[src/inc/sep_pkg.sv]
package sep_pkg;

  // ----------------------------------------------------------------
  // Instruction codes
  // ----------------------------------------------------------------
  localparam logic [7:0] SEP_OP_SET_WL = 8'h06;
  localparam logic [7:0] SEP_OP_CLR_WL = 8'h04;
  localparam logic [7:0] SEP_OP_RD_ST = 8'h05;
  localparam logic [7:0] SEP_OP_WR_ST = 8'h01;
  localparam logic [7:0] SEP_OP_RD_ARR = 8'h03;
  localparam logic [7:0] SEP_OP_WR_ARR = 8'h02;

  // ----------------------------------------------------------------
  // Status byte layout and reset values
  // ----------------------------------------------------------------
  localparam int SEP_B_BUSY = 0;
  localparam int SEP_B_WL = 1;
  localparam int SEP_B_GLO = 2;
  localparam int SEP_B_GHI = 3;
  localparam int SEP_B_ZHI = 6;
  localparam int SEP_B_ZLO = 4;
  localparam int SEP_B_LOCK = 7;
  // Delivery state of the lock and guard bits
  localparam logic [2:0] SEP_NV_RST = 3'h0;
  // Idle pin levels: {select_n, clock, data in, write protect_n}
  localparam logic [3:0] SEP_PIN_IDLE = 4'h9;

  // ----------------------------------------------------------------
  // Address fields
  // ----------------------------------------------------------------
  localparam int SEP_ADDR_HI = 11;
  localparam int SEP_PAGE_HI = 4;

  // ----------------------------------------------------------------
  // Timing
  // ----------------------------------------------------------------
  localparam int SEP_CLK_NS = 25;
  localparam int SEP_WRITE_TIME_NS = 1000000;
  localparam int SEP_WRITE_CYC = SEP_WRITE_TIME_NS / SEP_CLK_NS;
  // Host link clock half period, in system clocks
  localparam logic [3:0] SEP_HOST_HALF = 4'h8;

  // Bytes of a whole instruction; zero marks an unknown code
  function automatic logic [2:0] sep_op_bytes(input logic [7:0] op);
    case (op)
      SEP_OP_SET_WL, SEP_OP_CLR_WL: sep_op_bytes = 3'h1;
      SEP_OP_RD_ST, SEP_OP_WR_ST: sep_op_bytes = 3'h2;
      SEP_OP_RD_ARR, SEP_OP_WR_ARR: sep_op_bytes = 3'h4;
      default: sep_op_bytes = 3'h0;
    endcase
  endfunction

endpackage

[src/inc/sep_link_if.sv]
`timescale 1ns/10ps
interface sep_link_if;
  logic sel_n;
  logic sclk;
  logic mosi;
  logic wp_n;
  logic miso;
  logic miso_oe;
  logic miso_line;

  // Serial output line is pulled up while nobody drives it
  assign miso_line = miso_oe ? miso : 1'b1;

  modport dev(input sel_n, input sclk, input mosi, input wp_n, output miso, output miso_oe);
  modport host(output sel_n, output sclk, output mosi, output wp_n, input miso_line);
endinterface

[src/design/sep_device.sv]
`timescale 1ns/10ps
// Summary of operation
// - Opcodes 06 set, 04 clear, 05 status read
// - Opcodes 01 status write, 03/02 array
// - Unknown opcode: ignore input until reselected
// - Master sets write latch before writes
// - Latch opcodes then wait for deselect
// - Latch clears on reset, clear, write end
// - Status read always allowed, repeats while selected
// - Busy flag high during self-timed cycle
// - Latch low refuses writes; latch visible
// - Guard bits refuse array writes in region
// - Lock plus protect low refuses status write
// - Status write needs deselect at byte edge
// - Status write starts timed cycle, then clears
// - New status values apply after cycle ends
// - Bits 6..4 read zero; others untouched
// - Lock clear: status write needs latch only
// - Lock set, protect high: latch suffices
// - Hard mode entered in either order
// - Only protect pin high, reset, or end of an earlier lock-clearing status write leaves hard mode
// - Low twelve address bits used, rest ignored
// - Guard code selects none/quarter/half/whole
// - Writes need whole bytes of clocks
module sep_device
  import sep_pkg::*;
#(
  parameter int WRITE_CYC = SEP_WRITE_CYC
) (
  input wire logic clk,
  input wire logic rst,
  sep_link_if.dev link,
  output logic busy_flag,
  output logic write_latch_bit,
  output logic guard_hi_bit,
  output logic guard_lo_bit,
  output logic status_lock_bit,
  output logic hard_guard_mode,
  output logic [15:0] arr_addr,
  input wire logic [7:0] arr_rd_byte,
  output logic arr_wr_vld,
  output logic [7:0] arr_wr_byte,
  output logic arr_wr_commit
);

  typedef enum logic [7:0] {
    ST_IDLE = 8'h01,
    ST_OPC = 8'h02,
    ST_WAIT = 8'h04,
    ST_SRD = 8'h08,
    ST_SWR = 8'h10,
    ST_ADR = 8'h20,
    ST_ARD = 8'h40,
    ST_AWR = 8'h80
  } sep_dev_st_t;

  sep_dev_st_t st;
  sep_dev_st_t next_st;
  logic [3:0] pin_s1;
  logic [3:0] pin_s2;
  logic [3:0] pin_s3;
  logic [2:0] bcnt;
  logic [7:0] sr;
  logic abyte;
  logic got;
  logic [7:0] op;
  logic [2:0] pend;
  logic pend_st;
  logic [31:0] timer;
  logic [7:0] osr;
  logic [2:0] ocnt;
  logic miso_q;
  logic oe_q;
  logic [7:0] status_byte;

  // ----------------------------------------------------------------
  // Pin synchronisers
  // ----------------------------------------------------------------
  // Two stages before use; third stage only feeds edge detection
  always_ff @(posedge clk) begin
    if (rst) begin
      pin_s1 <= SEP_PIN_IDLE;
      pin_s2 <= SEP_PIN_IDLE;
      pin_s3 <= SEP_PIN_IDLE;
    end else begin
      pin_s1 <= {link.sel_n, link.sclk, link.mosi, link.wp_n};
      pin_s2 <= pin_s1;
      pin_s3 <= pin_s2;
    end
  end

  // Edges of select and link clock; clock edges count only when selected
  wire logic sel_rise = pin_s2[3] & ~pin_s3[3];
  wire logic sel_fall = ~pin_s2[3] & pin_s3[3];
  wire logic sck_rise = ~pin_s2[3] & pin_s2[2] & ~pin_s3[2];
  wire logic sck_fall = ~pin_s2[3] & ~pin_s2[2] & pin_s3[2];
  wire logic din = pin_s2[1];
  wire logic wp_n_s = pin_s2[0];

  // ----------------------------------------------------------------
  // Decode
  // ----------------------------------------------------------------
  wire logic [7:0] next_sr = {sr[6:0], din};
  wire logic decoding = (st == ST_OPC) | (st == ST_ADR) | (st == ST_SWR) | (st == ST_AWR);
  wire logic byte_done = sck_rise & decoding & (bcnt == 3'h7);
  wire logic opc_done = byte_done & (st == ST_OPC);
  wire logic rd_mode = (st == ST_SRD) | (st == ST_ARD);
  wire logic ok_byte = got & (bcnt == 3'h0);
  wire logic [1:0] top_bits = arr_addr[SEP_ADDR_HI:SEP_ADDR_HI-1];
  // Guard region: 01 upper quarter, 10 upper half, 11 all
  wire logic prot = (guard_hi_bit & guard_lo_bit) |
                    (guard_hi_bit & top_bits[1]) |
                    (guard_lo_bit & (top_bits == 2'h3));
  wire logic swr_ok = write_latch_bit & ~busy_flag & ~hard_guard_mode;
  wire logic swr_go = sel_rise & (st == ST_SWR) & ok_byte & swr_ok;
  wire logic awr_ok = write_latch_bit & ~busy_flag & ~prot;
  wire logic awr_go = sel_rise & (st == ST_AWR) & ok_byte & awr_ok;
  wire logic t_end = busy_flag & (timer == 32'(WRITE_CYC - 1));

  // Hard mode follows pin and lock levels, so entry order does not matter
  assign hard_guard_mode = status_lock_bit & ~wp_n_s;

  // Status byte as shifted out
  assign status_byte[SEP_B_BUSY] = busy_flag;
  assign status_byte[SEP_B_WL] = write_latch_bit;
  assign status_byte[SEP_B_GLO] = guard_lo_bit;
  assign status_byte[SEP_B_GHI] = guard_hi_bit;
  assign status_byte[SEP_B_ZHI:SEP_B_ZLO] = 3'h0;
  assign status_byte[SEP_B_LOCK] = status_lock_bit;

  // Next state after a completed byte
  always_comb begin
    next_st = st;
    unique case (st)
      ST_OPC: begin
        if (sep_op_bytes(next_sr) == 3'h0) begin
          next_st = ST_WAIT;
        end else if (next_sr == SEP_OP_RD_ST) begin
          next_st = ST_SRD;
        end else if (next_sr == SEP_OP_WR_ST) begin
          next_st = ST_SWR;
        end else if (next_sr == SEP_OP_RD_ARR) begin
          next_st = busy_flag ? ST_WAIT : ST_ADR;
        end else if (next_sr == SEP_OP_WR_ARR) begin
          next_st = ST_ADR;
        end else begin
          next_st = ST_WAIT;
        end
      end
      ST_ADR: begin
        if (abyte) begin
          next_st = (op == SEP_OP_RD_ARR) ? ST_ARD : ST_AWR;
        end
      end
      ST_IDLE, ST_WAIT, ST_SRD, ST_SWR, ST_ARD, ST_AWR: next_st = st;
      default: next_st = ST_IDLE;
    endcase
  end

  // ----------------------------------------------------------------
  // Input shifter and sequencing
  // ----------------------------------------------------------------
  // Only a select fall arms the decoder; select held low out of reset reads as a fall
  always_ff @(posedge clk) begin
    if (rst) begin
      st <= ST_IDLE;
      bcnt <= 3'h0;
      sr <= 8'h00;
      abyte <= 1'b0;
      got <= 1'b0;
      op <= 8'h00;
    end else if (sel_rise) begin
      st <= ST_IDLE;
    end else if (sel_fall) begin
      st <= ST_OPC;
      bcnt <= 3'h0;
      abyte <= 1'b0;
      got <= 1'b0;
    end else if (sck_rise & (st != ST_IDLE)) begin
      bcnt <= bcnt + 3'h1;
      sr <= next_sr;
      if (byte_done) begin
        st <= next_st;
        if (st == ST_OPC) begin
          op <= next_sr;
        end
        if (st == ST_ADR) begin
          abyte <= 1'b1;
        end
        if ((st == ST_SWR) | (st == ST_AWR)) begin
          got <= 1'b1;
        end
      end
    end
  end

  // ----------------------------------------------------------------
  // Status, latch and self-timed cycle
  // ----------------------------------------------------------------
  // Guard and lock bits are written only at the end of the timed cycle
  always_ff @(posedge clk) begin
    if (rst) begin
      busy_flag <= 1'b0;
      write_latch_bit <= 1'b0;
      {status_lock_bit, guard_hi_bit, guard_lo_bit} <= SEP_NV_RST;
      pend <= SEP_NV_RST;
      pend_st <= 1'b0;
      timer <= 32'h0;
    end else begin
      if (swr_go | awr_go) begin
        busy_flag <= 1'b1;
        pend_st <= swr_go;
        timer <= 32'h0;
      end else if (t_end) begin
        busy_flag <= 1'b0;
        write_latch_bit <= 1'b0;
        if (pend_st) begin
          {status_lock_bit, guard_hi_bit, guard_lo_bit} <= pend;
        end
      end else if (busy_flag) begin
        timer <= timer + 32'h1;
      end else if (opc_done & (next_sr == SEP_OP_SET_WL)) begin
        write_latch_bit <= 1'b1;
      end else if (opc_done & (next_sr == SEP_OP_CLR_WL)) begin
        write_latch_bit <= 1'b0;
      end
      // Only lock and guard bits are taken from the data byte; a refused
      // status write during a timed cycle must not disturb the pending value
      if (byte_done & (st == ST_SWR) & ~busy_flag) begin
        pend <= {next_sr[SEP_B_LOCK], next_sr[SEP_B_GHI], next_sr[SEP_B_GLO]};
      end
    end
  end

  // ----------------------------------------------------------------
  // Serial output
  // ----------------------------------------------------------------
  // Source byte is reloaded every eight falls, so status stays live
  wire logic [7:0] out_src = (st == ST_SRD) ? status_byte : arr_rd_byte;
  wire logic out_load = sck_fall & rd_mode & (ocnt == 3'h0);

  always_ff @(posedge clk) begin
    if (rst) begin
      miso_q <= 1'b0;
      oe_q <= 1'b0;
      osr <= 8'h00;
      ocnt <= 3'h0;
    end else if (sel_rise | sel_fall) begin
      oe_q <= 1'b0;
      ocnt <= 3'h0;
    end else if (sck_fall & rd_mode) begin
      oe_q <= 1'b1;
      ocnt <= ocnt + 3'h1;
      if (out_load) begin
        miso_q <= out_src[7];
        osr <= {out_src[6:0], 1'b0};
      end else begin
        miso_q <= osr[7];
        osr <= {osr[6:0], 1'b0};
      end
    end
  end

  assign link.miso = miso_q;
  assign link.miso_oe = oe_q;

  // ----------------------------------------------------------------
  // Array side handshake
  // ----------------------------------------------------------------
  // Write bytes wrap inside the page; reads wrap over the used bits
  always_ff @(posedge clk) begin
    if (rst) begin
      arr_addr <= 16'h0000;
      arr_wr_vld <= 1'b0;
      arr_wr_byte <= 8'h00;
      arr_wr_commit <= 1'b0;
    end else begin
      arr_wr_vld <= byte_done & (st == ST_AWR) & awr_ok;
      arr_wr_commit <= awr_go;
      if (byte_done & (st == ST_AWR)) begin
        arr_wr_byte <= next_sr;
      end
      if (byte_done & (st == ST_ADR)) begin
        arr_addr <= {arr_addr[7:0], next_sr};
      end else if (arr_wr_vld) begin
        arr_addr[SEP_PAGE_HI:0] <= arr_addr[SEP_PAGE_HI:0] + {{SEP_PAGE_HI{1'b0}}, 1'b1};
      end else if (out_load & (st == ST_ARD)) begin
        arr_addr[SEP_ADDR_HI:0] <= arr_addr[SEP_ADDR_HI:0] + {{SEP_ADDR_HI{1'b0}}, 1'b1};
      end
    end
  end

endmodule

[src/flat_wrapper.sv]
// flat-port wrapper written by rule: the top's interface ports become plain ports
module sep_device_flat import sep_pkg::*;
#(
  parameter int WRITE_CYC = SEP_WRITE_CYC
)
  (clk, rst, busy_flag, write_latch_bit, guard_hi_bit, guard_lo_bit, status_lock_bit, hard_guard_mode, arr_addr, arr_rd_byte, arr_wr_vld, arr_wr_byte, arr_wr_commit, link_sel_n, link_sclk, link_mosi, link_wp_n, link_miso, link_miso_oe);
  sep_link_if link_i ();
  input wire logic clk;
  input wire logic rst;
  output logic busy_flag;
  output logic write_latch_bit;
  output logic guard_hi_bit;
  output logic guard_lo_bit;
  output logic status_lock_bit;
  output logic hard_guard_mode;
  output logic [15:0] arr_addr;
  input wire logic [7:0] arr_rd_byte;
  output logic arr_wr_vld;
  output logic [7:0] arr_wr_byte;
  output logic arr_wr_commit;
  input wire logic [$bits(link_i.sel_n)-1:0] link_sel_n;
  input wire logic [$bits(link_i.sclk)-1:0] link_sclk;
  input wire logic [$bits(link_i.mosi)-1:0] link_mosi;
  input wire logic [$bits(link_i.wp_n)-1:0] link_wp_n;
  output wire logic [$bits(link_i.miso)-1:0] link_miso;
  output wire logic [$bits(link_i.miso_oe)-1:0] link_miso_oe;
  assign link_i.sel_n = link_sel_n;
  assign link_i.sclk = link_sclk;
  assign link_i.mosi = link_mosi;
  assign link_i.wp_n = link_wp_n;
  assign link_miso = link_i.miso;
  assign link_miso_oe = link_i.miso_oe;
  sep_device #(.WRITE_CYC(WRITE_CYC)) u_core (.clk(clk), .rst(rst), .link(link_i), .busy_flag(busy_flag), .write_latch_bit(write_latch_bit), .guard_hi_bit(guard_hi_bit), .guard_lo_bit(guard_lo_bit), .status_lock_bit(status_lock_bit), .hard_guard_mode(hard_guard_mode), .arr_addr(arr_addr), .arr_rd_byte(arr_rd_byte), .arr_wr_vld(arr_wr_vld), .arr_wr_byte(arr_wr_byte), .arr_wr_commit(arr_wr_commit));
endmodule
[config.mk]
export PLATFORM = sky130hd
export DESIGN_NAME = sep_device_flat
export DESIGN_NICKNAME = d
export VERILOG_FILES = /design/src/inc/sep_pkg.sv /design/src/inc/sep_link_if.sv /design/src/design/sep_device.sv /design/src/flat_wrapper.sv
export SDC_FILE = /design/constraint.sdc
export NUM_CORES = 1
export LEC_CHECK = 0
export ABC_CLOCK_PERIOD_IN_PS = 2800
export BUFFER_PORTS_ARGS = -buffer_cell sky130_fd_sc_hd__buf_4
export CAP_MARGIN = 20
export CORE_ASPECT_RATIO = 0.7
export CORE_MARGIN = 2
export CORE_UTILIZATION = 40
export CTS_CLUSTER_DIAMETER = 120
export DETAILED_ROUTE_END_ITERATION = 16
export PLACE_DENSITY = 0.62
export SETUP_SLACK_MARGIN = 0.5
export SYNTH_ARGS = -nofsm -noshare
export SYNTH_HDL_FRONTEND = slang
export SYNTH_SLANG_ARGS = --single-unit
[constraint.sdc]
create_clock -name clk -period 2.8 [get_ports clk]
set_input_delay 0.42 -clock clk [delete_from_list [all_inputs] [get_ports clk]]
set_output_delay 0.42 -clock clk [all_outputs]
set_load 0.03 [all_outputs]
# Word level (Yosys, flattened, before mapping)
# Cells that the tools add are included.
# totals
out_inout_bits	34
word_cells	183
register_bits	120
in_bits	14
# classes
eq_ne	24
add_sub_neg	5
n_bitwise	58
n_reduce_logical	31
mux	37
# op_table
op	n
$mux W8	8
$and A1 B1 Y1	35
$add A32 B1 Y32 const B	1
$eq A32 B16 Y1 const B	1
$eq A8 B2 Y1 const B	4
$eq A8 B3 Y1 const B	4
$mux W12	2
$pmux W8 S3	1
$eq A8 B1 Y1 const B	2
$reduce_and A4 Y1	4
$mux W1	15
$not A1 Y1	14
$add A12 B1 Y12 const B	1
$mux W6	2
$reduce_bool A2 Y1	6
$reduce_or A2 Y1	6
$logic_not A3 Y1	3
$mux W3	3
$or A1 B1 Y1	9
$pmux W3 S3	1
$reduce_and A3 Y1	3
$eq A8 B4 Y1 const B	1
$eq A8 B5 Y1 const B	1
$eq A8 B6 Y1 const B	1
18 further kinds	27

# Depth between registers and ports, before layout
# Gate-level depths: netlist (run 1).
# logic_depth
ltp_word	12
mapped_depth	8
ltp_nobuf	7

# Least setup slack after synthesis (run 1)
# Ideal clock, no wire load.
# synth_path
kind	register to register
startpoint	register u_core.busy_flag
endpoint	register u_core.timer[8]
path_buffers	3
path_slack_ps	521
t_required_ps	2672
arrival_time_ps	2151
period_less_slack_ps	2279
path_stages_with_launch	9
setup_time_ps	128
cell_sequence	dfxtp_1 clkbuf_1 nand2b_1 a221o_1 or4_1 clkbuf_1 nand3_1 buf_1 nor2_1
# synth_between
elab_chain_cells	6
word_cells_on_any_way	11
classes_between	bitwise: 9; reduce/logical: 2
# synth_lines
item	line_no	rtl
from (decl)	sep_device.sv:33	output logic busy_flag,
from (signal assigned)	sep_device.sv:203	busy_flag <= 1'b0;
from (signal assigned)	sep_device.sv:211	busy_flag <= 1'b1;
from (signal assigned)	sep_device.sv:215	busy_flag <= 1'b0;
$not A1 Y1	sep_device.sv:114, sep_device.sv:116	
$and A1 B1 Y1	sep_device.sv:114, sep_device.sv:116	
$and A1 B1 Y1 (on tied branches)	sep_device.sv:114, sep_device.sv:116	
$and A1 B1 Y1 (on tied branches)	sep_device.sv:115, sep_device.sv:117	
$or A1 B1 Y1	sep_device.sv:210	if (swr_go | awr_go) begin
$reduce_or A2 Y1 (no source line)	-	
to (signal assigned)	sep_device.sv:221	timer <= timer + 32'h1;
to (decl)	sep_device.sv:69	logic [31:0] timer;
# Several ways; a longest one is shown, not always the timed one.
# A chain may end at the register's enable or synchronous reset.

# Worst setup path after layout (run 1)
# layout_path
startpoint	register u_core.st[7]
endpoint	register u_core.write_latch_bit
# layout_between
elab_chain_cells	11
word_cells_on_any_way	25
classes_between	eq/ne: 4; mux: 3; bitwise: 16; reduce/logical: 2
# layout_lines
item	line_no	rtl
from (decl)	sep_device.sv:57	sep_dev_st_t st;
from (signal assigned)	sep_device.sv:183	st <= next_st;
$eq A8 B2 Y1 or $eq A8 B6 Y1 (tied branches)	sep_device.sv:104, sep_device.sv:106	
$or A1 B1 Y1 (3 in series)	sep_device.sv:104	wire logic decoding = (st == ST_OPC) | (st == ST_ADR) | (st == ST_SWR) | (st == ST_AWR);
$and A1 B1 Y1 (2 in series)	sep_device.sv:105	wire logic byte_done = sck_rise & decoding & (bcnt == 3'h7);
$and A1 B1 Y1	sep_device.sv:106	wire logic opc_done = byte_done & (st == ST_OPC);
$and A1 B1 Y1	sep_device.sv:222	end else if (opc_done & (next_sr == SEP_OP_SET_WL)) begin
$mux W1	sep_device.sv:222	
$mux W1	sep_device.sv:220	end else if (busy_flag) begin
$mux W1	sep_device.sv:214	end else if (t_end) begin
to (signal assigned)	sep_device.sv:216	write_latch_bit <= 1'b0;
to (signal assigned)	sep_device.sv:223	write_latch_bit <= 1'b1;
to (signal assigned)	sep_device.sv:225	write_latch_bit <= 1'b0;
to (decl)	sep_device.sv:34	output logic write_latch_bit,
# Several ways; a longest one is shown, not always the timed one. The select of a mux whose other input is x is not followed.

==> results of run 1 <==
per-stage QoR:
stage | hold slack, ps | cells | utilization (%)
after floorplan | 389 | 649 | -
after global placement | 407 | 855 | 45.0
after detailed placement | 400 | 855 | 45.0
after CTS | 179 | 887 | 50.0
after global routing | 175 | 893 | 50.8
final | 185 | 893 | 50.8
metal layers:
metal / routed length (um) / part of all wire [%] / GRT usage (%) / vias up
met2: 6100 / 41 / 28.3 / 164
met4: 256 / 1.7 / 7.77 / 0
li1: - / - / - / 2477
met3: 922 / 6.2 / 5.62 / 18
met1: 7570 / 51 / 31.4 / 2428
met5: 0 / 0 / 0 / -
timing repair:
action / in CTS / in global routing
endpoints found under the hold margin: 0 / 0
buffers inserted: 1 / 6
resized for setup: 4 / 16
setup endpoints to repair: 42 / 78
pin swaps: 1 / 7
worst paths after layout:
path	slack, ps	end	start
worst max-delay path	510	u_core.write_latch_bit	u_core.st[7]
worst min-delay path	180	u_core.pin_s1[0]	link_wp_n
worst max register to register	510	u_core.write_latch_bit	u_core.st[7]
worst min register to register	410	u_core.pin_s2[3]	u_core.pin_s1[3]
layout make-up:
cell class	count	area share [%]
multi-input cells	478	44.3
flip-flops and latches	117	34.7
repair buffers	64	7.48
clock buffers	21	6.51
well taps	185	3.42
clock inverters	10	2.67
inverters	18	0.999
flip-flops by register name, summed over array words and instances (netlist names), 2 cells and up:
register            flops
u_core.arr_addr        16
u_core.arr_wr_byte      8
u_core.bcnt             3
u_core.ocnt             3
u_core.op               8
u_core.osr              7
u_core.pend             3
u_core.pin_s1           4
u_core.pin_s2           4
u_core.pin_s3           2
u_core.sr               7
u_core.st               8
u_core.timer           32
placed cells by master (no fill, tap or decap), types with 3 or more instances in the layout:
| cell type | netlist | layout |
|---|---|---|
| buf_4 | 3 | 62 |
| nor2b_1 | 9 | 9 |
| and2_1 | 3 | 3 |
| nand3_1 | 26 | 24 |
| a31oi_1 | 9 | 9 |
| clkbuf_16 | 0 | 17 |
| o31ai_1 | 16 | 16 |
| nor3b_1 | 3 | 3 |
| and4_1 | 5 | 5 |
| inv_1 | 18 | 17 |
| o21ai_0 | 20 | 20 |
| o21ai_1 | 4 | 4 |
| nor3_1 | 20 | 20 |
| xnor2_1 | 3 | 3 |
| and3_1 | 11 | 10 |
| xor2_1 | 4 | 4 |
| nor4_1 | 8 | 8 |
| ha_1 | 9 | 7 |
| a211o_1 | 4 | 4 |
| clkbuf_1 | 24 | 4 |
| or3_1 | 25 | 24 |
| a211oi_1 | 3 | 3 |
| or2_2 | 7 | 7 |
| or4_1 | 20 | 19 |
| clkinv_2 | 0 | 3 |
| mux2i_1 | 29 | 29 |
| bufinv_16 | 0 | 5 |
| a21oi_1 | 62 | 62 |
| o211ai_1 | 6 | 6 |
| nand4_1 | 18 | 18 |
| nand2_1 | 56 | 54 |
| dfxtp_1 | 117 | 116 |
| nor2_1 | 61 | 60 |
| nand2b_1 | 4 | 4 |
kinds of logic (layout without fill, tap and decap cells):
family | count (synthesis) | in the layout
flip-flops | 117 | 117
AND/OR/NAND/NOR | 294 | 294
AO/OA/AOI/OAI | 138 | 138
XOR/XNOR | 7 | 7
multiplexers | 30 | 30
adder cells (fa/ha/maj) | 9 | 9
buffers and inverters | 54 | 113
worst reg2reg max path: stages, from the launching register on:
cell,delay (ps)
dfxtp_1,410
nor4_1,550
nand3_1,350
nor4_1,380
mux2_2,380
a31oi_1,150
power groups by stage:
| stage | clock network, uW | logic, uW | registers (uW) |
|---|---|---|---|
| after floorplan | 0 | 50.4 | 1710 |
| after global placement | 0 | 79.0 | 1720 |
| after detailed placement | 0 | 80.0 | 1720 |
| after CTS | 2360 | 82.4 | 1680 |
| after global routing | 2440 | 90.9 | 1680 |
| final | 2330 | 83.7 | 1680 |
==> metrics, run 1 <==
via count of the routed design 5087; post-route worst setup slack 510 ps; die area 14700 sq um; Tot GR Track Use 20.9%; Worst-Skew Late Latency 420 ps; initial antenna violation count 0; number of synthesized register bits 117; sw power 821 uW; Setup WS pre-CTS 411 ps; Reg power frac 41.1%; nets@finish 719; die width 144 um; area delta synth->final 22.8%; diode count 0; Critical Path Fanout Max 9; Design Power 4090 uW; post-synthesis cell count 649; CP cell instances nor4_1 -> nand3_1 -> nor4_1 -> mux2_2 -> a31oi_1; Hold Vio Cnt, Final 0; Crit path max-delay family simple AND/OR/NAND/NOR gates; DP HPWL 10100 um; Final Setup Violations 0; fillers 1280; placer congestion estimate 0.938; XOR/XNOR share of the synthesized area 1.11%; clk_skew 13.3 ps; Placed Area 6000 sq um; initial core utilization 41.3%; sequential-to-total area share from yosys stat 42.6%; DR WL/cell 16.6 um; critical path depth 5; core region area 13300 sq um; status finished clean; Worst path slowest cell nor4_1; f_max 0.437 GHz; Worst-path clk slew 50 ps; simple-gate share of the synthesized area 29.4%; min-delay worst type in -> reg; setup TNS 0 ps; vias in the first global route 4584; Post-Syn Area per Cell 8.48 sq um; cell accounting for the most synthesized area dfxtp_1; CP startpoint kind flip-flop; mux cell area share after synthesis 5.48%; Slew Viols, Final 0; Synth area leaders dfxtp_1, a21oi_1, mux2i_1, nor2_1, nand2_1; Crit. End Element flip-flop; worst vdd ir 0.000411 V; combinational family with the most area after synthesis simple AND/OR/NAND/NOR gates; WP data arrival 2630 ps; layout cells sized above 1 17.2%; hold-critical path depth 2; post-route minimum period 2290 ps; Switching Share 20.1%; worst-case clock buffer depth 2; detailed-route vias per instance 5.70; Synth cell types 62; Async S/R FF share, synth 0%; Yosys top cell area share 42.6%; Multi-input gate area 2990 sq um; grt ovf 0; FF+latch area 2340 sq um; Pre-antenna DRT Iters 5; period utilization 81.8%; RSZ-0062 raised after global routing yes; Hold Buf Count CTS 0; Synthesis Warnings 0; Synth Flop Type dfxtp_1; relative slew slack 48.5%; Adder-Cell Fraction of Synth Area 2.05%; TritonCTS buffer count 17; CTS tree built; critical path's largest stage delay 550 ps; internal power component 3270 uW; Mapped Area 5500 sq um; ANT nets after route 0; largest net degree at the start of global routing 40; Site Rows 35; area fraction in compound gates after synthesis 15.2%; clk sinks 117; clock network power share 56.9%; Root Driver clkbuf_16; DRT iter0 DRCs 354; count leader, synth dfxtp_1; htree depth 4; Post-Layout Inst Area 6760 sq um; EDFF count, synth 0; Comb pwr share 2.0%; first-pass GRT wire length 23800 um; Pwr Density 605 nW/um^2; Critical Path Most Common Cell nor4_1; Critical Path RT 3140 ps; number of max-cap violations 0; total nets after synthesis 672; drt drc 0; die height 102 um; critical path type reg -> reg; most frequent cells after synthesis dfxtp_1, a21oi_1, nor2_1, nand2_1, mux2i_1; Lkg Pwr 0.00247 uW; IO Pins 48; WL final 14800 um; CP Buf/Inv Count 0; slew at the pin with the worst max-slew slack 769 ps; R2R cell count 5; Port Buf Inserts 47
No activity file was read; power rests on OpenSTA's default activity.
==> run 2: changes to the inputs <==
Settings changed: ABC_CLOCK_PERIOD_IN_PS 2800 to 2270.
Clock period 2.8 ns to 2.27 ns, I/O delays scaled along.
==> run 2 against run 1 <==
- maximum frequency rose by 5.3%
- flip-flop and latch count stayed put
- count of clock-buffer cells in the layout is 2 lower
- routed wire length rose by 19%
- core utilization grew 12 points
- global-route usage rose by 3.0 points
- first-iteration DRC count is 40% higher
- critical endpoint is now u_core.arr_addr[3]
==> metrics, run 2 (synthesis gave the netlist of run 1 again) <==
Critical Path RT 2590 ps; Largest register FFs 32; initial antenna violation count 0; IO Pins 48; HP Start link_sel_n; initial core utilization 41.3%; number of max-cap violations 0; DP HPWL 10400 um; Pre-antenna DRT Iters 7; RSZ-0062 raised after global routing yes; relative slew slack 60.6%; worst-case clock buffer depth 2; f_max 0.460 GHz; diode count 0; vias in the first global route 5316; biggest regs u_core.timer (32), u_core.arr_addr (16); detailed-route vias per instance 5.75; commonest cells after routing, fill and taps aside dfxtp_1, buf_4, nor2_1; CP startpoint kind flip-flop; drt drc 0; TritonCTS buffer count 17; die width 144 um; leading cell type in the layout, fill and taps excluded dfxtp_1; status finished clean; Hold Buf Count CTS 0; DRT iter0 DRCs 494; post-route minimum period 2180 ps; Slew Viols, Final 0; FF+latch area 2390 sq um; WP data arrival 2490 ps; Port Buf Inserts 47; Lkg Pwr 0.00304 uW; nets@finish 794; htree depth 4; Pwr Density 568 nW/um^2; ANT nets after route 0; layout cells sized above 1 45.7%; grt ovf 0; CTS tree built; Crit. End Element flip-flop; FF-to-FF Start u_core.st[7]; placer congestion estimate 0.897; worst vdd ir 0.000510 V; Tot GR Track Use 23.9%; Site Rows 35; Worst-path clk slew 50 ps; die area 14700 sq um; Min Hold Slack 113 ps; period utilization 95.8%; Worst-Skew Late Latency 420 ps; slew at the pin with the worst max-slew slack 591 ps; die height 102 um; Largest Register u_core.timer; WL final 17700 um; Critical Path Fanout Max 4; DR WL/cell 18.3 um; core region area 13300 sq um; area delta synth->final 51.6%; crit path from u_core.st[7]; setup TNS 0 ps; min-delay worst type in -> reg; largest net degree at the start of global routing 52; via count of the routed design 5567; Root Driver clkbuf_16; first-pass GRT wire length 27400 um; Hold Vio Cnt, Final 0; Final Setup Violations 0; critical path type reg -> reg; clk_skew 10.8 ps; fillers 1055; Multi-input gate area 3770 sq um; clk sinks 117
-- run 2: cell types whose count changed in the layout (fill, tap and decap cells not counted), sizes merged --
cell,previous run,this run
clkbuf,21,19
clkinvlp,2,6
buf,64,139
clkinv,3,7
bufinv,5,0
-- run 2: cell type report --
cell class                 count  share of cell area (%)
clock buffer                  19                    5.56
sequential                   117                    28.7
multi-input combinational    478                    45.2
tap                          185                    2.77
timing repair buffer         139                    15.7
clock inverter                13                    1.23
inverter                      18                   0.840
-- run 2: repair_timing --
item | 4_1_cts | 5_1_grt
cloned | 9 | 1
setup buffers | 38 | 14
pin swaps | 84 | 70
setup endpoints to repair | 101 | 106
gates resized for setup | 122 | 101
-- run 2: report_power, final --
group | switching [uW] | leakage (uW) | total, uW | internal [uW]
logic | 89.9 | 0.00182 | 156 | 66.0
registers | 6.17 | 0.000957 | 2060 | 2060
clock network | 1030 | 0.000259 | 2520 | 1490
total | 1120 | 0.00304 | 4740 | 3610
-- run 2: stage by stage --
step | util [%] | instance area, sq um | std cells | total power (uW) | setup slack, ps
2_1_floorplan | - | 5890 | 649 | 2190 | 182
3_3_place_gp | 48.4 | 6450 | 875 | 2230 | 106
3_5_place_dp | 48.4 | 6450 | 875 | 2230 | 12.1
4_1_cts | 58.9 | 7850 | 954 | 4740 | 132
5_1_grt | 62.7 | 8340 | 969 | 4890 | 21.9
6_report | 62.7 | 8340 | 969 | 4740 | 94.3
-- run 2: layer usage --
layer / wire length [um] / global-route usage [%] / up-vias / share of wire (%)
met5: 0 / 0 / - / 0
met4: 264 / 8.14 / 0 / 1.5
met3: 1140 / 5.72 / 21 / 6.4
met2: 7710 / 34.4 / 189 / 43
met1: 8620 / 35.0 / 2726 / 49
li1: - / - / 2631 / -
-- run 2: critical path: stages, from the launching register on --
cell and delay [ps]:
dfxtp_2 320, or4b_4 580, nor4_4 330, buf_6 190
nor2_4 50, or3_1 340, a311oi_2 270
-- run 2: path summary, 6_finish.rpt --
kind / to / slack, ps / cells past startpoint
max reg2reg: u_core.arr_addr[3] / 90 / 6
min reg2reg: u_core.pin_s2[3] / 410 / 1
min: u_core.pin_s1[3] / 110 / 2
max: u_core.arr_addr[3] / 90 / 6
==> run 3: changes to the inputs <==
Settings changed: CORE_MARGIN 2 to 3.
==> run 3 against run 2 <==
- first-iteration DRC count decreased by 1.2%
- maximum frequency down 1.1%
- flip-flop and latch count unchanged
- cell area is 1.6% higher
- sequential share of layout area decreased by 0.61 points
- non-clock buffer count grew 7
- hold slack worse by 4.1 ps
- via count grew 3.4%
- clock power up 13%
- critical path type unchanged
- largest cell class unchanged
- largest power group unchanged
==> metrics, run 3 (synthesis gave the netlist of run 1 again) <==
status finished clean; core region area 13300 sq um; Critical Path RT 2610 ps; clk sinks 117; hold-critical path depth 2; number of max-cap violations 0; WL final 18500 um; Port Buf Inserts 47; layout cells sized above 1 44.4%; DRT iter0 DRCs 488; leading cell type in the layout, fill and taps excluded dfxtp_1; ANT nets after route 0; Lkg Pwr 0.00313 uW; nets@finish 801; clk_skew 8.87 ps; die area 15200 sq um; largest net degree at the start of global routing 75; f_max 0.455 GHz; Hold Vio Cnt, Final 0; TritonCTS buffer count 17; Worst path slowest cell or4_4; CP startpoint kind flip-flop; DR WL/cell 18.9 um; Min Hold Slack 109 ps; grt ovf 0; slew at the pin with the worst max-slew slack 883 ps; critical path type reg -> reg; FF-to-FF Start u_core.timer[28]; Site Rows 35; drt drc 0; worst reg-to-reg setup slack 70 ps; Largest Register u_core.timer; die height 104 um; detailed-route vias per instance 5.91; Pre-antenna DRT Iters 5; Critical Path Most Common Cell buf_6; setup TNS 0 ps; htree depth 4; period utilization 96.9%; CTS tree built; RSZ-0062 raised after global routing yes; Hold Buf Count CTS 0; relative slew slack 41.1%; diode count 0; WP data arrival 2540 ps; worst-case clock buffer depth 2; critical path's largest stage delay 520 ps; HP Start link_sel_n; Worst-Skew Late Latency 420 ps; Slew Viols, Final 0; Final Setup Violations 0; min-delay worst type in -> reg; first-pass GRT wire length 28300 um; Pwr Density 599 nW/um^2; area delta synth->final 54.0%; die width 146 um; IO Pins 48; Critical Path Fanout Max 8; vias in the first global route 5501; Largest register FFs 32; via count of the routed design 5758; biggest regs u_core.timer (32), u_core.arr_addr (16); Root Driver clkbuf_16; CP cell instances or4_4 -> or3_4 -> buf_4 -> nor2_4 -> buf_6 -> buf_6 -> buf_16 -> nand4_1 -> a21oi_1; commonest cells after routing, fill and taps aside dfxtp_1, buf_4, nor2_1; crit path from u_core.timer[28]; post-route minimum period 2200 ps; worst vdd ir 0.000583 V; R2R cell count 9; DP HPWL 10400 um; Crit. End Element flip-flop; initial antenna violation count 0; placer congestion estimate 0.865; Worst-path clk slew 60 ps; initial core utilization 41.3%; Tot GR Track Use 22.7%
run 3: cell types whose count changed in the layout (fill, tap and decap cells not counted), sizes merged:
cell      change
clkinvlp      -1
clkinv        -2
buf           +6
bufinv        +4
inv           -1
run 3: final timing paths:
check | to
worst min register to register | u_core.pin_s2[0]
worst min-delay path | u_core.pin_s1[3]
worst max-delay path | u_core.status_lock_bit
worst max register to register | u_core.status_lock_bit
run 3: per-layer routing:
metal	part of all wire, %	GRT usage, %
met5	0	0
met4	2.2	6.38
met3	6.7	6.18
met2	45	33.3
met1	47	32.6
run 3: through the flow:
| stage | total power, uW | setup slack (ps) | util, % | cells | area [sq um] |
|---|---|---|---|---|---|
| floorplan | 2190 | 182 | - | 649 | 5890 |
| global placement | 2230 | 120 | 48.5 | 876 | 6450 |
| detailed placement | 2230 | 69.6 | 48.5 | 876 | 6450 |
| CTS | 5070 | 143 | 59.6 | 958 | 7940 |
| global route | 5210 | 2.25 | 63.7 | 975 | 8470 |
| finish | 5080 | 70.0 | 63.7 | 975 | 8470 |
run 3: timing repair:
| item | in CTS | in global routing |
|---|---|---|
| pin swaps | 73 | 65 |
| endpoints found under the setup margin | 98 | 105 |
| gates resized for setup | 105 | 95 |
| setup buffers | 44 | 15 |
| cloned | 7 | 2 |
run 3: layout make-up:
cell class                 instances  area (sq um)
multi-input combinational        478          3730
tap                              185           231
inverter                          18          71.3
sequential                       117          2380
fill                            1063          4840
timing repair buffer             146          1440
clock inverter                    13           183
clock buffer                      18           439
run 3: power by group:
| group | internal (uW) | leakage, uW | switching, uW |
|---|---|---|---|
| clock network | 1850 | 0.000294 | 1000 |
| registers | 2060 | 0.000955 | 7.19 |
| logic | 62.1 | 0.00188 | 92.1 |
| total | 3980 | 0.00313 | 1100 |
run 3: worst max-delay path, delay by kind of cell (launching register included):
| family | cells | cell delay (ps) |
|---|---|---|
| AND/OR/NAND/NOR | 4 | 1160 |
| flip-flops | 1 | 320 |
| buffers and inverters | 4 | 500 |
| AO/OA/AOI/OAI | 1 | 130 |
